<file path="src/tsiu_defs.vh">
/*
 constants for the event counter, serial shift port and interrupt collector.
 assumes apb byte addresses are four times the printed register index.
*/
`ifndef TSIU_DEFS_VH
`define TSIU_DEFS_VH
`define TSIU_IDX_CNT_LOW   4'h8
`define TSIU_IDX_CNT_MID   4'h9
`define TSIU_IDX_CNT_HIGH  4'ha
`define TSIU_IDX_CTRL      4'hb
`define TSIU_IDX_SERIAL    4'hc
`define TSIU_IDX_IRQ       4'hd
`define TSIU_IDX_TIMER_CTL 4'he
`define TSIU_CTRL_ALARM_SEL 1
`define TSIU_CTRL_SER_DIR   0
`define TSIU_TCTL_DIVIDER   15:0
`define TSIU_TCTL_START     16
`define TSIU_IRQ_TA     0
`define TSIU_IRQ_TB     1
`define TSIU_IRQ_ALARM  2
`define TSIU_IRQ_SERIAL 3
`define TSIU_IRQ_EDGE   4
`define TSIU_IRQ_SOURCES 5
`define TSIU_IRQ_SUMMARY 7
`define TSIU_IRQ_SETCLR 7
`define TSIU_BIT_COUNT  4'h8
`define TSIU_TDIV_RESET 16'h0001
`endif

</file>
<file path="src/tsiu_sync.v">
/*
 two flip-flop synchroniser for a single level.
 assumes the input is asynchronous to clk.
*/
module tsiu_sync (
   input  wire clk,
   input  wire rst_n,
   input  wire d,
   output wire q
);
   reg stage1;
   reg stage2;
   // first stage feeds only the second
   always @(posedge clk or negedge rst_n) begin
      if (!rst_n) begin
         stage1 <= 1'b1;
         stage2 <= 1'b1;
      end else begin
         stage1 <= d;
         stage2 <= stage1;
      end
   end
   assign q = stage2;
endmodule // tsiu_sync

</file>
<file path="src/tsiu_top.v">
/*
 event counter with alarm, buffered serial shift port and interrupt collector,
 reached over apb. assumes open-drain pins are resolved outside (low when oe).
*/
`include "tsiu_defs.vh"

// How it works
// - 24-bit counter counts event pin rises
// - alarm select bit routes counter writes
// - counter reads never return alarm value
// - counter match raises alarm interrupt
// - mid or high write halts, low write resumes
// - high read freezes copy until low
// - bytes map low, mid, high indices
// - buffered 8-bit shift port, selectable direction
// - receive samples on clock rise, eight
// - transmit at half timer a rate
// - data write in transmit starts shifting
// - bit changes on falling shift clock
// - eight bits interrupt, pending byte continues
// - idle leaves clock high, data held
// - most significant bit first both ways
// - shift clock and data open drain
// - each source sets its flag always
// - masked flag sets summary, request low
// - flag read returns then clears those it returned set
// - mask write sets or clears selected
// - direction bit one transmits, zero receives
// - flag pin falling edge sets flag
module tsiu_top (
   input  wire        pclk,
   input  wire        presetn,
   input  wire        psel,
   input  wire        penable,
   input  wire        pwrite,
   input  wire [31:0] paddr,
   input  wire [31:0] pwdata,
   output reg  [31:0] prdata,
   output wire        pready,
   output wire        pslverr,
   input  wire        event_pin,
   input  wire        edge_pin_flag_in,
   input  wire        timer_b_underflow,
   input  wire        shift_clock_pin_in,
   output wire        shift_clock_pin_out,
   output wire        shift_clock_pin_oe,
   input  wire        serial_data_pin_in,
   output wire        serial_data_pin_out,
   output wire        serial_data_pin_oe,
   output wire        irq_n
);
   wire        ev_s;
   wire        edge_s;
   wire        sclk_s;
   wire        sdat_s;
   reg         ev_d;
   reg         edge_d;
   reg         sclk_d;
   reg  [23:0] event_counter;
   reg  [23:0] alarm_value;
   reg  [23:0] read_copy;
   reg         count_run;
   reg         frozen;
   reg         match_d;
   reg  [1:0]  ctrl;
   reg  [16:0] timer_ctl;
   reg  [15:0] timer_cnt;
   reg  [7:0]  serial_buf;
   reg         buf_pending;
   reg  [7:0]  shifter;
   reg  [3:0]  bit_cnt;
   reg         tx_active;
   reg         tx_clk;
   reg         tx_data;
   reg  [4:0]  flags;
   reg  [4:0]  mask;
   reg         timer_a_flag;
   reg         serial_flag;
   wire        wr;
   wire        rd;
   wire [3:0]  idx;
   wire        tx_mode;
   wire        timer_a_uf;
   wire        alarm_flag;
   wire        edge_fall;
   wire        ev_rise;
   wire        sclk_rise;
   wire [4:0]  events;
   wire        request_summary_bit;
   wire        flag_read;
   wire        rd_setup;
   wire        ser_wr;

   // register index decode, shared by reads and writes
   function is_idx;
      input [31:0] a;
      input [3:0]  i;
      begin
         is_idx = (a[31:6] == 26'h0000000) && (a[1:0] == 2'h0) && (a[5:2] == i);
      end
   endfunction

   tsiu_sync u_ev (
      .clk   (pclk),
      .rst_n (presetn),
      .d     (event_pin),
      .q     (ev_s)
   );
   tsiu_sync u_edge (
      .clk   (pclk),
      .rst_n (presetn),
      .d     (edge_pin_flag_in),
      .q     (edge_s)
   );
   tsiu_sync u_sclk (
      .clk   (pclk),
      .rst_n (presetn),
      .d     (shift_clock_pin_in),
      .q     (sclk_s)
   );
   tsiu_sync u_sdat (
      .clk   (pclk),
      .rst_n (presetn),
      .d     (serial_data_pin_in),
      .q     (sdat_s)
   );

   // zero wait states; unmapped reads return zero without error
   assign pready  = 1'b1;
   assign pslverr = 1'b0;
   assign wr  = psel & penable & pwrite;
   assign rd  = psel & penable & ~pwrite;
   assign rd_setup = psel & ~penable & ~pwrite;
   assign ser_wr   = wr & is_idx(paddr, `TSIU_IDX_SERIAL);
   assign idx = paddr[5:2];
   assign tx_mode   = ctrl[`TSIU_CTRL_SER_DIR];
   assign ev_rise   = ev_s & ~ev_d;
   assign edge_fall = edge_d & ~edge_s;
   assign sclk_rise = sclk_s & ~sclk_d;
   assign alarm_flag = (event_counter == alarm_value) & ~match_d;
   assign timer_a_uf = timer_ctl[`TSIU_TCTL_START] & (timer_cnt == 16'h0000);
   assign events = {edge_fall,
                    serial_flag,
                    alarm_flag,
                    timer_b_underflow,
                    timer_a_flag};
   assign request_summary_bit = |(flags & mask);
   assign irq_n = ~request_summary_bit;
   assign flag_read = rd & is_idx(paddr, `TSIU_IDX_IRQ);
   // open drain: only ever pull low
   assign shift_clock_pin_out = 1'b0;
   assign serial_data_pin_out = 1'b0;
   assign shift_clock_pin_oe  = tx_mode & ~tx_clk;
   assign serial_data_pin_oe  = tx_mode & ~tx_data;

   always @(posedge pclk or negedge presetn) begin
      if (!presetn) begin
         // same level as the synchroniser after reset, so no false rise
         ev_d   <= 1'b1;
         edge_d <= 1'b1;
         sclk_d <= 1'b1;
         match_d <= 1'b0;
      end else begin
         ev_d   <= ev_s;
         edge_d <= edge_s;
         sclk_d <= sclk_s;
         match_d <= (event_counter == alarm_value);
      end
   end

   // event counter, alarm and read latch
   always @(posedge pclk or negedge presetn) begin
      if (!presetn) begin
         event_counter <= 24'h000000;
         alarm_value   <= 24'hffffff;
         read_copy     <= 24'h000000;
         count_run     <= 1'b0;
         frozen        <= 1'b0;
      end else begin
         if (count_run && ev_rise)
            event_counter <= event_counter + 24'h000001;
         if (wr && ctrl[`TSIU_CTRL_ALARM_SEL]) begin
            if (is_idx(paddr, `TSIU_IDX_CNT_LOW)) begin
               alarm_value[7:0] <= pwdata[7:0];
            end
            if (is_idx(paddr, `TSIU_IDX_CNT_MID)) begin
               alarm_value[15:8] <= pwdata[7:0];
            end
            if (is_idx(paddr, `TSIU_IDX_CNT_HIGH)) begin
               alarm_value[23:16] <= pwdata[7:0];
            end
         end else if (wr) begin
            // a mid or high write stops counting and a low write restarts it, so software starts at a known time
            if (is_idx(paddr, `TSIU_IDX_CNT_LOW)) begin
               event_counter[7:0] <= pwdata[7:0];
               count_run <= 1'b1;
            end
            if (is_idx(paddr, `TSIU_IDX_CNT_MID)) begin
               event_counter[15:8] <= pwdata[7:0];
               count_run <= 1'b0;
            end
            if (is_idx(paddr, `TSIU_IDX_CNT_HIGH)) begin
               event_counter[23:16] <= pwdata[7:0];
               count_run <= 1'b0;
            end
         end
         // the copy stops at the high read's setup, on the value that read returns
         if (!frozen && !(rd_setup && is_idx(paddr, `TSIU_IDX_CNT_HIGH)))
            read_copy <= event_counter;
         if (rd_setup && is_idx(paddr, `TSIU_IDX_CNT_HIGH))
            frozen <= 1'b1;
         else if (rd && is_idx(paddr, `TSIU_IDX_CNT_LOW))
            frozen <= 1'b0;
      end
   end

   // control, timer a stand-in, mask and timer a flag
   always @(posedge pclk or negedge presetn) begin
      if (!presetn) begin
         ctrl      <= 2'h0;
         timer_ctl <= {1'b0, `TSIU_TDIV_RESET};
         timer_cnt <= `TSIU_TDIV_RESET;
         timer_a_flag <= 1'b0;
         mask      <= 5'h00;
      end else begin
         if (wr && is_idx(paddr, `TSIU_IDX_CTRL))
            ctrl <= pwdata[1:0];
         if (wr && is_idx(paddr, `TSIU_IDX_TIMER_CTL))
            timer_ctl <= pwdata[16:0];
         // continuous countdown; software must start it before sending
         if (!timer_ctl[`TSIU_TCTL_START] || timer_cnt == 16'h0000)
            timer_cnt <= timer_ctl[`TSIU_TCTL_DIVIDER];
         else
            timer_cnt <= timer_cnt - 16'h0001;
         timer_a_flag <= timer_a_uf;
         if (wr && is_idx(paddr, `TSIU_IDX_IRQ)) begin
            if (pwdata[`TSIU_IRQ_SETCLR])
               mask <= mask | pwdata[4:0];
            else
               mask <= mask & ~pwdata[4:0];
         end
      end
   end

   // one flag per source; an event in the clearing cycle wins, and a flag set
   // after the read data was taken is kept, so no event is lost to the read
   genvar gi;
   generate
      for (gi = 0; gi < `TSIU_IRQ_SOURCES; gi = gi + 1) begin : g_flag
         always @(posedge pclk or negedge presetn) begin
            if (!presetn)
               flags[gi] <= 1'b0;
            else if (events[gi])
               flags[gi] <= 1'b1;
            else if (flag_read && prdata[gi])
               flags[gi] <= 1'b0;
         end
      end
   endgenerate

   // serial shift port
   always @(posedge pclk or negedge presetn) begin
      if (!presetn) begin
         serial_buf  <= 8'h00;
         buf_pending <= 1'b0;
         shifter     <= 8'h00;
         bit_cnt     <= 4'h0;
         tx_active   <= 1'b0;
         tx_clk      <= 1'b1;
         tx_data     <= 1'b1;
         serial_flag <= 1'b0;
      end else begin
         serial_flag <= 1'b0;
         if (wr && is_idx(paddr, `TSIU_IDX_SERIAL)) begin
            serial_buf  <= pwdata[7:0];
            buf_pending <= tx_mode;
         end
         if (!tx_mode) begin
            tx_active <= 1'b0;
            tx_clk    <= 1'b1;
            if (sclk_rise) begin
               shifter <= {shifter[6:0], sdat_s};
               if (bit_cnt == `TSIU_BIT_COUNT - 4'h1) begin
                  bit_cnt     <= 4'h0;
                  serial_buf  <= {shifter[6:0], sdat_s};
                  serial_flag <= 1'b1;
               end else
                  bit_cnt <= bit_cnt + 4'h1;
            end
         end else if (!tx_active) begin
            bit_cnt <= 4'h0;
            tx_clk  <= 1'b1;
            // a byte written in the loading cycle waits for the next underflow,
            // so the shifter never takes the stale buffer
            if (buf_pending && timer_a_uf && !ser_wr) begin
               shifter     <= serial_buf;
               buf_pending <= 1'b0;
               tx_active   <= 1'b1;
            end
         end else if (timer_a_uf) begin
            // each underflow is a half bit: one bit per two underflows
            if (tx_clk) begin
               tx_clk  <= 1'b0;
               tx_data <= shifter[7];
               shifter <= {shifter[6:0], 1'b0};
            end else begin
               tx_clk <= 1'b1;
               if (bit_cnt == `TSIU_BIT_COUNT - 4'h1) begin
                  serial_flag <= 1'b1;
                  bit_cnt     <= 4'h0;
                  if (buf_pending && !ser_wr) begin
                     shifter     <= serial_buf;
                     buf_pending <= 1'b0;
                  end else
                     tx_active <= buf_pending;
               end else
                  bit_cnt <= bit_cnt + 4'h1;
            end
         end
      end
   end

   // read mux; reads of the counter show the latched copy, never the alarm
   always @(posedge pclk or negedge presetn) begin
      if (!presetn)
         prdata <= 32'h00000000;
      else if (psel && !penable && !pwrite) begin
         prdata <= 32'h00000000;
         if (is_idx(paddr, `TSIU_IDX_CNT_LOW))  prdata[7:0] <= read_copy[7:0];
         if (is_idx(paddr, `TSIU_IDX_CNT_MID))  prdata[7:0] <= read_copy[15:8];
         if (is_idx(paddr, `TSIU_IDX_CNT_HIGH)) prdata[7:0] <= read_copy[23:16];
         if (is_idx(paddr, `TSIU_IDX_CTRL))     prdata[1:0] <= ctrl;
         if (is_idx(paddr, `TSIU_IDX_TIMER_CTL)) prdata[16:0] <= timer_ctl;
         if (is_idx(paddr, `TSIU_IDX_SERIAL))   prdata[7:0] <= serial_buf;
         if (is_idx(paddr, `TSIU_IDX_IRQ))
            prdata[7:0] <= {request_summary_bit, 2'b00, flags};
      end
   end
endmodule // tsiu_top

</file>
<file path="config.mk">
export PLATFORM = sky130hd
export DESIGN_NAME = tsiu_top
export DESIGN_NICKNAME = d
export VERILOG_FILES = /design/src/tsiu_sync.v /design/src/tsiu_top.v
export VERILOG_INCLUDE_DIRS = /design/src
export SDC_FILE = /design/constraint.sdc
export NUM_CORES = 1
export LEC_CHECK = 0
export BUFFER_PORTS_ARGS = -buffer_cell sky130_fd_sc_hd__buf_4
export CAP_MARGIN = 25
export CORE_AREA = 2 2 158 160
export DETAILED_ROUTE_END_ITERATION = 7
export DIE_AREA = 0 0 160 162
export SYNTH_ARGS = -nofsm -noshare
export SYNTH_HDL_FRONTEND = slang
export SYNTH_HIERARCHICAL = 1
export SYNTH_SLANG_ARGS = --single-unit
</file>
<file path="constraint.sdc">
create_clock -name pclk -period 2.5 [get_ports pclk]
set_clock_uncertainty 0.05 [all_clocks]
set_input_delay 0.25 -clock pclk [delete_from_list [all_inputs] [get_ports pclk]]
set_output_delay 0.25 -clock pclk [all_outputs]
set_load 0.01 [all_outputs]
</file>
# == Word-level counts from Yosys, hierarchy flattened ==
# Cells that the tools add are included.
# op_classes
n_addsub,3
reduce_logical,53
muxes,73
bitwise_logic,28
n_eq_ne,14
# op_table
cell,count
$mux 8,20
$mux 24,3
$mux 1,40
$eq 4x4->1 const B,7
$logic_and 1x1->1,27
$logic_not 26->1,1
$add 24x1->24 const B,1
$eq 24x24->1,1
$mux 4,6
$mux 17,1
$logic_not 16->1,1
$mux 16,1
$sub 16x1->16 const B,1
$and 1x1->1,14
$reduce_bool 2->1,7
$and 5x5->5,2
$not 1->1,10
$ne 4x2->1 const B,2
$logic_not 1->1,6
$reduce_and 2->1,3
$reduce_and 3->1,2
$mux 5,1
$not 5->5,1
$or 5x5->5,1
12 further kinds,12
# totals
reg_bits,174
input_bits,74

# == Longest topological paths before layout ==
# Gate-level depths: netlist of the first run.
# depth
depth_word,12
ltp_mapped,8
ltp_nobuf,7

# == By module ==
# Netlist of the first run, hierarchy kept.
# modules_own_cells
module,cells_each,area_per_inst_um2,instances
tsiu_top,766,8381.8,1
tsiu_sync,2,52.6,4

# == Worst setup path after synthesis of the first run ==
# Ideal clock, no wire load.
# synth_timing
path_kind,reg2reg
startpoint,register timer_cnt[1]
endpoint,register shifter[0]
required_time_ps,2325
stages_incl_launch_ff,7
setup_ps,125
n_path_buf,0
t_arrival_ps,2056
setup_slack_ps,269
cell_sequence,dfrtp_1 -> inv_1 -> ha_1 -> or4b_4 -> or3_4 -> o211ai_4 -> mux2_2
# synth_via
elab_chain_cells,6
word_cells_on_any_way,7
classes_between,2 x eq/ne; 1 x bitwise; 4 x reduce/logical
# synth_rtl
element,line_no,rtl
from (decl),tsiu_top.v:67,reg [15:0] timer_cnt;
from (signal assigned),tsiu_top.v:222,timer_cnt <= `TSIU_TDIV_RESET;
from (signal assigned),tsiu_top.v:232,timer_cnt <= timer_ctl[`TSIU_TCTL_DIVIDER];
from (signal assigned),tsiu_top.v:234,timer_cnt <= timer_cnt - 16'h0001;
$logic_not 16->1 *,tsiu_top.v:141,assign timer_a_uf = timer_ctl[`TSIU_TCTL_START] & (timer_cnt == 16'h0000);
$and 1x1->1 *,tsiu_top.v:141,
$logic_and 1x1->1 (2 in series),tsiu_top.v:295,if (buf_pending && timer_a_uf && !ser_wr) begin
$ne 3x1->1 (no source line),--,
$reduce_and 5->1 (no source line) *,--,
to (signal assigned),tsiu_top.v:296,shifter <= serial_buf;
to (signal assigned),tsiu_top.v:305,"shifter <= {shifter[6:0], 1'b0};"
to (signal assigned),tsiu_top.v:312,shifter <= serial_buf;
to (decl),tsiu_top.v:70,reg [7:0] shifter;
# Mark *: on every way between the ends. The rest lies on a longest branch, timed or not.
# A chain may end at the register's enable or synchronous reset.

# == Final worst setup path of the first run ==
# layout_timing
startpoint,register timer_cnt[1]
endpoint,register shifter[4]
# Same word-level chain as after synthesis.

==> impl_metrics.csv, run 1 <==
group,metric,value,unit
hold_path,hp-start,"pwdata[14]",
power,leakagePower,4.55,nW
sta,finalSetupTns,0,ps
synthesis,synth_top_area_cell,"dfrtp_1",
cts,clk_pin_slew_worst_paths,70,ps
power,power_frac_seq,50.0,%
synthesis,syn_area,8590,um2
global_route,grt_overflow,0,
placed_design,port-buffer-count,78,
cts,cts.path.max_buffers,2,
layout,antennaDiodeCount,0,
global_route,gr-usage-all-layers,17.0,%
power,switchingPower,1.97,mW
die,coreArea,24100,um2
synthesis,seq_area_frac_synth,51.2,%
global_route,grt_pass1_wl,34.2,mm
layout,final_common_cell,"dfrtp_1",
power,p_sw_share,27.5,%
global_route,antenna_found_initial,0,
synthesis,ys_types,63,
placed_design,gp_congestion,0.846,
cts,cts_resized,0,
hold_path,hold_class,"in -> reg",
drt,routed_via_density,5.13,
cts,cts_tree,"done",
cts,htree_num_levels,4,
sta,fin_crit_sh,94.8,%
sta,slew_headroom,46.2,%
synthesis,ys_seq_elements,174,
synthesis,synth_top_cell_area_share,39.3,%
drt,final_antenna_net_count,0,
setup_path,crit-reg2reg-launch,"timer_cnt[1]$_DFF_PN0_",
run_status,status,"finished, final reports clean",
layout,final_cells,1211,
die,dieHeight,162,um
synthesis,syn_avg_cell_area,11.1,um2
drt,drt_pass1_iterations,7,
cts,cts-buffers-inserted,17,
setup_path,worstPathArrival,2630,ps
cts,root_buffer,"clkbuf_16",
setup_path,startpoint_type,"register",
die,dieWidth,160,um
synthesis,ys_async_sr_fraction,100,%
drt,first_iter_violations,354,
setup_path,slowest_stage,"or4b_4",
setup_path,startpoint,"timer_cnt[1]$_DFF_PN0_",
setup_path,crit_chain,"inv_1, ha_1, or4b_4, or3_4, o211ai_4, buf_12, mux2_2",
sta,finalMaxSlewViolations,0,
power,irDropWorstVdd,0.318,mV
cts,worstSkewPairLatency,420,ps
power,power_density,687,nW/um2
drt,wl_per_cell,17.7,um
setup_path,path_max_fanout,8,
global_route,grt_max_degree,74,
synthesis,synth_edf_count,0,
sta,finalSetupViolCount,0,
die,rows,57,
global_route,first_global_vias,6064,
drt,wirelength,21.5,mm
layout,nets,952,
sta,fmax,422,MHz
placed_design,hpwlAfterDp,15.0,mm
synthesis,synth_area_leaders,"dfrtp_1 (39%), mux2_2 (12%), dfstp_2 (12%)",
power,clkPwrFrac,37.2,%
placed_design,dp.cells,1163,
power,cell_internal_pwr,5.19,mW
sta,fin_crit,2370,ps
job,cap_violations,0,
setup_path,crit_required,2760,ps
cts,clkSinkCount,174,
synthesis,yosys_warnings,6,
sta,grt_setup_unrepaired,"no",
layout,mostFrequentLayoutCells,"dfrtp_1 (135), buf_4 (106), mux2_2 (93)",
layout,drive_gt1_share,33.1,%
synthesis,synth-main-ff-cell,"dfrtp_1",
synthesis,netlist_instances,774,
power,combinationalPowerShare,12.9,%
drt,via_count,6208,
layout,synthToLayoutAreaGrowth,21.1,%
die,start_util,35.6,%
drt,drc,0,
setup_path,criticalPathCategory,"reg -> reg",
die,io_pins,113,
setup_path,critical_path.max_stage_delay,500,ps
sta,finalHoldViolations,0,
sta,worst_pin_slew,807,ps
setup_path,end_kind,"register",
die,dieArea,25900,um2
-- power by group through the flow --
stage	Clock, mW	Combinational [mW]	Sequential, mW
2_1_floorplan	0	0.697	3.40
3_3_place_gp	0	0.885	3.60
3_5_place_dp	0	0.901	3.62
4_1_cts	2.71	0.924	3.57
5_1_grt	2.85	1.04	3.62
6_report	2.66	0.920	3.57
-- area by class of cell --
class | instances | area [um2]
timing repair buffer | 129 | 1110
inverter | 11 | 41.3
fill | 2248 | 13700
multi-input combinational | 541 | 3860
sequential | 174 | 4400
clock buffer | 20 | 457
tap | 324 | 405
clock inverter | 12 | 134
-- final timing paths --
kind	to	slack, ps	depth (start not counted)
worst max-delay path	shifter[4]$_DFFE_PN0P_	130	7
worst min-delay path	timer_ctl[14]$_DFFE_PN0P_	20	2
worst max register to register	shifter[4]$_DFFE_PN0P_	130	7
worst min register to register	u_sdat/q$_DFF_PN1_	310	0
max in group asynchronous	alarm_value[23]$_DFFE_PN1P_	1200	3
min in group asynchronous	serial_buf[7]$_DFF_PN0_	390	2
-- per-stage QoR --
step,total power [mW],setup WS (ps),hold WS (ps),util [%],area [um2]
after global routing,7.50,51.7,2.64,43.2,10400
after floorplan,4.10,269,-95.6,-,8660
after detailed placement,4.52,102,293,40.0,9650
after CTS,7.20,59.9,1.63,43.0,10400
after global placement,4.49,122,288,40.0,9650
final,7.15,131,15.1,43.2,10400
-- critical path, delay by kind of cell, from the launching register on --
kind                       cells  cell delay [ps]
AOI/OAI and AO/OA              1              180
adders and majority gates      1              130
buffers and inverters          2              230
DFF                            1              390
muxes                          1              330
and+or+nand+nor                2              930
-- cells by family (layout without fill, tap and decap cells) --
family	count (synthesis)	in the layout	synth area share (%)
and+or+nand+nor	232	232	14.2
buffers and inverters	76	172	4.60
DFF	174	174	51.2
muxes	108	108	14.2
adders and majority gates	4	4	0.583
other	2	19	0.0874
xor gates and xnor gates	60	60	6.12
AOI/OAI and AO/OA	118	118	8.96
-- Yosys cell counts, drive strengths merged, types with 2 or more instances --
master,number
a32oi,2
nor3,17
buf,39
inv,11
nand4,16
nor2,45
a222oi,3
a22oi,4
a21oi,30
nand2b,7
ha,4
mux4,2
o32ai,2
dfstp,39
o211ai,2
nand3b,4
clkbuf,26
a21o,6
xor2,37
nand2,59
dfrtp,135
mux2i,13
and3,13
o21ai,39
or3,7
conb,2
nor2b,6
xnor2,23
mux2,93
o221ai,2
or2,2
a22o,16
nor4,20
nand3,21
and4,7
o31ai,2
-- state kept, by name, indices dropped and copies added, names as in the netlist, 2 cells and up, named ones only --
register / count
bit_cnt: 4
alarm_value: 24
ctrl: 2
event_counter: 24
timer_ctl: 17
timer_cnt: 16
serial_buf: 8
read_copy: 24
prdata: 17
shifter: 8
flags: 5
-- repair_timing --
action	4_1_cts	5_1_grt
hold endpoints to repair	72	2
setup endpoints to repair	0	8
hold buffers	12	2
setup buffers	0	2
-- layer usage --
metal / wire [um] / global-route usage, % / vias up
li1: - / - / 2928
met1: 10600 / 24.9 / 3110
met2: 9740 / 25.8 / 159
met3: 987 / 3.55 / 11
met4: 164 / 4.05 / 0
met5: 0 / 0 / -
No activity file was read; power rests on OpenSTA's default activity.
==> inputs of run 2 (changes only) <==
--- a/config.mk
+++ b/config.mk
@@ -8,9 +8,10 @@
 export LEC_CHECK = 0
 export BUFFER_PORTS_ARGS = -buffer_cell sky130_fd_sc_hd__buf_4
 export CAP_MARGIN = 25
-export CORE_AREA = 2 2 158 160
+export CORE_AREA = 2 2 125 127
 export DETAILED_ROUTE_END_ITERATION = 7
-export DIE_AREA = 0 0 160 162
+export DIE_AREA = 0 0 127 129
+export PLACE_DENSITY = 0.79
 export SYNTH_ARGS = -nofsm -noshare
 export SYNTH_HDL_FRONTEND = slang
 export SYNTH_HIERARCHICAL = 1
==> impl_metrics.csv, run 2 (same netlist as run 1, synthesis figures left out) <==
group,metric,value,unit
drt,drt_pass1_iterations,8,
sta,finalHoldViolations,0,
die,dieWidth,127,um
drt,drc,0,
layout,antennaDiodeCount,0,
cts,cts.path.max_buffers,2,
setup_path,crit_chain,"inv_1, ha_1, or4b_4, nor3_2, nand4_1, o211ai_4, mux2_2",
setup_path,end_kind,"register",
setup_path,startpoint_type,"register",
setup_path,slowest_stage,"or4b_4",
cts,clkSinkCount,174,
power,leakagePower,4.51,nW
layout,synthToLayoutAreaGrowth,17.8,%
sta,fin_crit_sh,96.9,%
sta,grt_setup_unrepaired,"no",
run_status,status,"finished, final reports clean",
job,cap_violations,0,
global_route,first_global_vias,6474,
power,total_power,6.92,mW
power,irDropWorstVdd,0.540,mV
sta,fmax,413,MHz
die,rows,45,
global_route,antenna_found_initial,0,
layout,mostFrequentLayoutCells,"dfrtp_1 (135), buf_4 (101), mux2_2 (93)",
placed_design,dp.cells,1022,
layout,reg.largest.list,"alarm_value (24), event_counter (24), read_copy (24)",
global_route,grt_overflow,0,
drt,via_count,6494,
die,start_util,57.4,%
layout,nets,946,
cts,root_buffer,"clkbuf_16",
layout,drive_gt1_share,32.6,%
layout,fillers,1068,
layout,final_common_cell,"dfrtp_1",
sta,worst_pin_slew,605,ps
cts,clk_pin_slew_worst_paths,70,ps
drt,first_iter_violations,614,
setup_path,criticalPathCategory,"reg -> reg",
placed_design,gp_congestion,0.909,
drt,routed_via_density,6.07,
global_route,grt_pass1_wl,33.9,mm
placed_design,port-buffer-count,78,
power,power_density,683,nW/um2
hold_path,hold_class,"in -> reg",
die,coreArea,15000,um2
setup_path,crit_required,2760,ps
setup_path,worstPathArrival,2680,ps
cts,htree_num_levels,4,
drt,final_antenna_net_count,0,
setup_path,critical_path.max_stage_delay,500,ps
setup_path,path_max_fanout,8,
sta,fin_crit,2420,ps
placed_design,hpwlAfterDp,15.1,mm
die,dieHeight,129,um
sta,finalSetupViolCount,0,
layout,final_cells,1069,
cts,worstSkewPairLatency,440,ps
sta,finalSetupTns,0,ps
drt,wirelength,21.3,mm
cts,cts_tree,"done",
global_route,grt_max_degree,65,
global_route,gr-usage-all-layers,26.9,%
sta,slew_headroom,59.3,%
die,dieArea,16400,um2
drt,wl_per_cell,20.0,um
cts,cts-buffers-inserted,17,
die,io_pins,113,
layout,utilization,67.6,%
sta,finalMaxSlewViolations,0,
## run 2: worst paths after layout
path	startpoint	end	slack, ps	cells after the start
setup / recovery	timer_cnt[1]$_DFF_PN0_	shifter[5]$_DFFE_PN0P_	80	7
hold / removal	pwdata[14]	timer_ctl[14]$_DFFE_PN0P_	10	2
setup reg to reg	timer_cnt[1]$_DFF_PN0_	shifter[5]$_DFFE_PN0P_	80	7
hold reg to reg	u_sclk/stage1$_DFF_PN1_	u_sclk/q$_DFF_PN1_	310	0
max in group asynchronous	presetn	alarm_value[19]$_DFFE_PN1P_	1290	3
min in group asynchronous	presetn	timer_ctl[11]$_DFFE_PN0P_	320	2
## run 2: what timing repair did
| item | in CTS | in global routing |
|---|---|---|
| resized for setup | 0 | 0 |
| endpoints found under the hold margin | 63 | 0 |
| setup endpoints to repair | 0 | 8 |
| setup buffers | 0 | 1 |
| hold buffers | 14 | 0 |
## run 2: where the power goes
part	switching, mW	leakage, nW	internal, mW
sequential	0.397	2.10	3.16
combinational	0.435	2.14	0.497
clock	1.14	0.268	1.29
total	1.98	4.51	4.94
## run 2: critical path: cells and delay by family, from the launching register on
| kind | cells | cell delay [ps] |
|---|---|---|
| mux | 1 | 380 |
| flops | 1 | 400 |
| buf+inv | 1 | 80 |
| compound gates | 1 | 220 |
| fa+ha+maj | 1 | 140 |
| simple gates | 3 | 1030 |
## run 2: stage by stage
step	hold slack (ps)	setup WS (ps)	area [um2]
finish	11.5	78.2	10100
global placement	220	149	9440
detailed placement	234	82.0	9440
floorplan	-95.6	269	8660
global route	12.3	13.6	10100
CTS	1.94	68.7	10100
## run 2: area by class of cell
cell class,instances,area (um2),area share (%)
Clock inverter,14,109,1.08
Inverter,11,41.3,0.408
Timing Repair Buffer,123,1050,10.4
Multi-Input combinational cell,541,3860,38.1
Tap cell,188,235,2.32
Sequential cell,174,4400,43.5
Clock buffer,18,429,4.24
## run 2: per-layer routing
layer	part of all wire (%)	vias to the layer above	global-route usage, %
met3	7.0	44	6.24
met2	49	305	44.8
li1	-	2922	-
met4	2.6	0	10.9
met5	0	-	0
met1	42	3223	34.4
==> inputs of run 3 (changes only) <==
--- a/config.mk
+++ b/config.mk
@@ -8,10 +8,12 @@
 export LEC_CHECK = 0
 export BUFFER_PORTS_ARGS = -buffer_cell sky130_fd_sc_hd__buf_4
 export CAP_MARGIN = 25
-export CORE_AREA = 2 2 125 127
+export CORE_AREA = 2 2 123 125
+export CTS_BUF_LIST = sky130_fd_sc_hd__clkbuf_4 sky130_fd_sc_hd__clkbuf_8
 export DETAILED_ROUTE_END_ITERATION = 7
-export DIE_AREA = 0 0 127 129
-export PLACE_DENSITY = 0.79
+export DIE_AREA = 0 0 125 127
+export PLACE_DENSITY = 0.81
+export SETUP_SLACK_MARGIN = 0.1
 export SYNTH_ARGS = -nofsm -noshare
 export SYNTH_HDL_FRONTEND = slang
 export SYNTH_HIERARCHICAL = 1
==> impl_metrics.csv, run 3 (same netlist as run 1, synthesis figures left out) <==
group,metric,value,unit
layout,reg.largest.list,"alarm_value (24), event_counter (24), read_copy (24)",
die,dieArea,15900,um2
drt,via_count,6538,
cts,htree_num_levels,4,
cts,cts-buffers-inserted,17,
power,total_power,6.60,mW
sta,finalSetupTns,0,ps
setup_path,criticalPathCategory,"reg -> reg",
die,start_util,59.6,%
layout,final_cells,1065,
sta,finalSetupViolCount,0,
layout,utilization,69.6,%
die,dieWidth,125,um
run_status,status,"finished, final reports clean",
layout,register_area,4400,um2
placed_design,gp_congestion,0.869,
layout,antennaDiodeCount,0,
global_route,antenna_found_initial,0,
cts,clkSinkCount,174,
sta,worst_pin_slew,601,ps
layout,fillers,988,
drt,wl_per_cell,20.4,um
cts,root_buffer,"clkbuf_8",
layout,final_common_cell,"dfrtp_1",
setup_path,path_max_fanout,8,
drt,drc,0,
setup_path,end_kind,"register",
global_route,grt_max_degree,67,
setup_path,crit_required,2800,ps
sta,fin_crit,2340,ps
sta,fin_crit_sh,93.7,%
sta,fmax,427,MHz
setup_path,startpoint_type,"register",
placed_design,hpwlAfterDp,15.2,mm
sta,whs,72.6,ps
sta,final.setup.worst_slack,158,ps
die,dieHeight,127,um
layout,nets,946,
die,coreArea,14400,um2
sta,finalHoldViolations,0,
cts,worstSkewPairLatency,470,ps
power,power_density,658,nW/um2
setup_path,worstPathArrival,2650,ps
layout,drive_gt1_share,32.7,%
cts,cts_tree,"done",
drt,drt_pass1_iterations,5,
job,cap_violations,0,
die,rows,44,
placed_design,dpl-instance-area,9420,um2
sta,finalMaxSlewViolations,0,
layout,final_area,10000,um2
power,leakagePower,4.48,nW
sta,grt_setup_unrepaired,"no",
layout,synthToLayoutAreaGrowth,16.9,%
drt,final_antenna_net_count,0,
global_route,first_global_vias,6634,
drt,first_iter_violations,599,
cts,clk_pin_slew_worst_paths,90,ps
sta,slew_headroom,59.6,%
global_route,grt_pass1_wl,35.1,mm
power,irDropWorstVdd,0.364,mV
global_route,gr-usage-all-layers,28.4,%
cts,cts.path.max_buffers,2,
hold_path,hold_class,"in -> reg",
placed_design,port-buffer-count,78,
drt,wirelength,21.7,mm
global_route,grt_overflow,0,
placed_design,dp.cells,1016,
drt,routed_via_density,6.14,
die,io_pins,113,
layout,mostFrequentLayoutCells,"dfrtp_1 (135), buf_4 (99), mux2_2 (90)",
layout,multi_input_area,3870,um2
placed_design,place_worst_setup_slack,116,ps
run 3: cell types whose count changed in the layout (fill, tap and decap cells not counted), sizes merged:
| cell | before | now |
|---|---|---|
| inv | 17 | 13 |
| bufinv | 0 | 3 |
| clkbuf | 18 | 20 |
| buf | 109 | 108 |
| clkinv | 7 | 6 |
| dlygate4sd3 | 14 | 15 |
run 3: final timing paths:
kind                                              end  depth (start not counted)  slack [ps]                   start
setup / recovery               shifter[6]$_DFFE_PN0P_                          8         160  timer_cnt[1]$_DFF_PN0_
hold / removal             event_counter[6]$_DFF_PN0_                          3          70               pwdata[6]
setup reg to reg               shifter[6]$_DFFE_PN0P_                          8         160  timer_cnt[1]$_DFF_PN0_
hold reg to reg                      u_ev/q$_DFF_PN1_                          0         300   u_ev/stage1$_DFF_PN1_
max in group asynchronous  alarm_value[0]$_DFFE_PN1P_                          3        1400                 presetn
min in group asynchronous   timer_ctl[10]$_DFFE_PN0P_                          2         220                 presetn
run 3: critical path, stage by stage, from the launching register on:
cell      delay [ps]
dfrtp_1          420
inv_2             70
ha_1             120
or4b_4           510
nor3_4           190
nand4_1          230
o211ai_4         160
buf_12           150
mux2_2           330
run 3: timing repair:
action                     CTS  global route
hold endpoints to repair    59             0
hold buffers                15             0
setup endpoints to repair    3             9
gates resized for setup      0             5
cloned                       0             0
setup buffers                0             2
pin swaps                    1             5
run 3: report_power, final:
part / switching [mW] / internal [mW]
Clock: 1.04 / 1.05
Combinational: 0.449 / 0.510
Sequential: 0.407 / 3.15
Total: 1.89 / 4.71
run 3: layer usage:
metal	up-vias	share of wire (%)	track usage, %	routed length (um)
li1	2914	-	-	-
met1	3244	41	37.4	8850
met2	324	49	46.6	10600
met3	56	7.7	6.07	1670
met4	0	3.0	11.0	652
met5	-	0	0	0
run 3: area by class of cell:
class,count,share of cell area (%)
Clock buffer,20,2.62
Clock inverter,12,1.63
Inverter,11,0.411
Multi-Input combinational cell,541,38.6
Sequential cell,174,43.9
Tap cell,184,2.29
Timing Repair Buffer,123,10.6
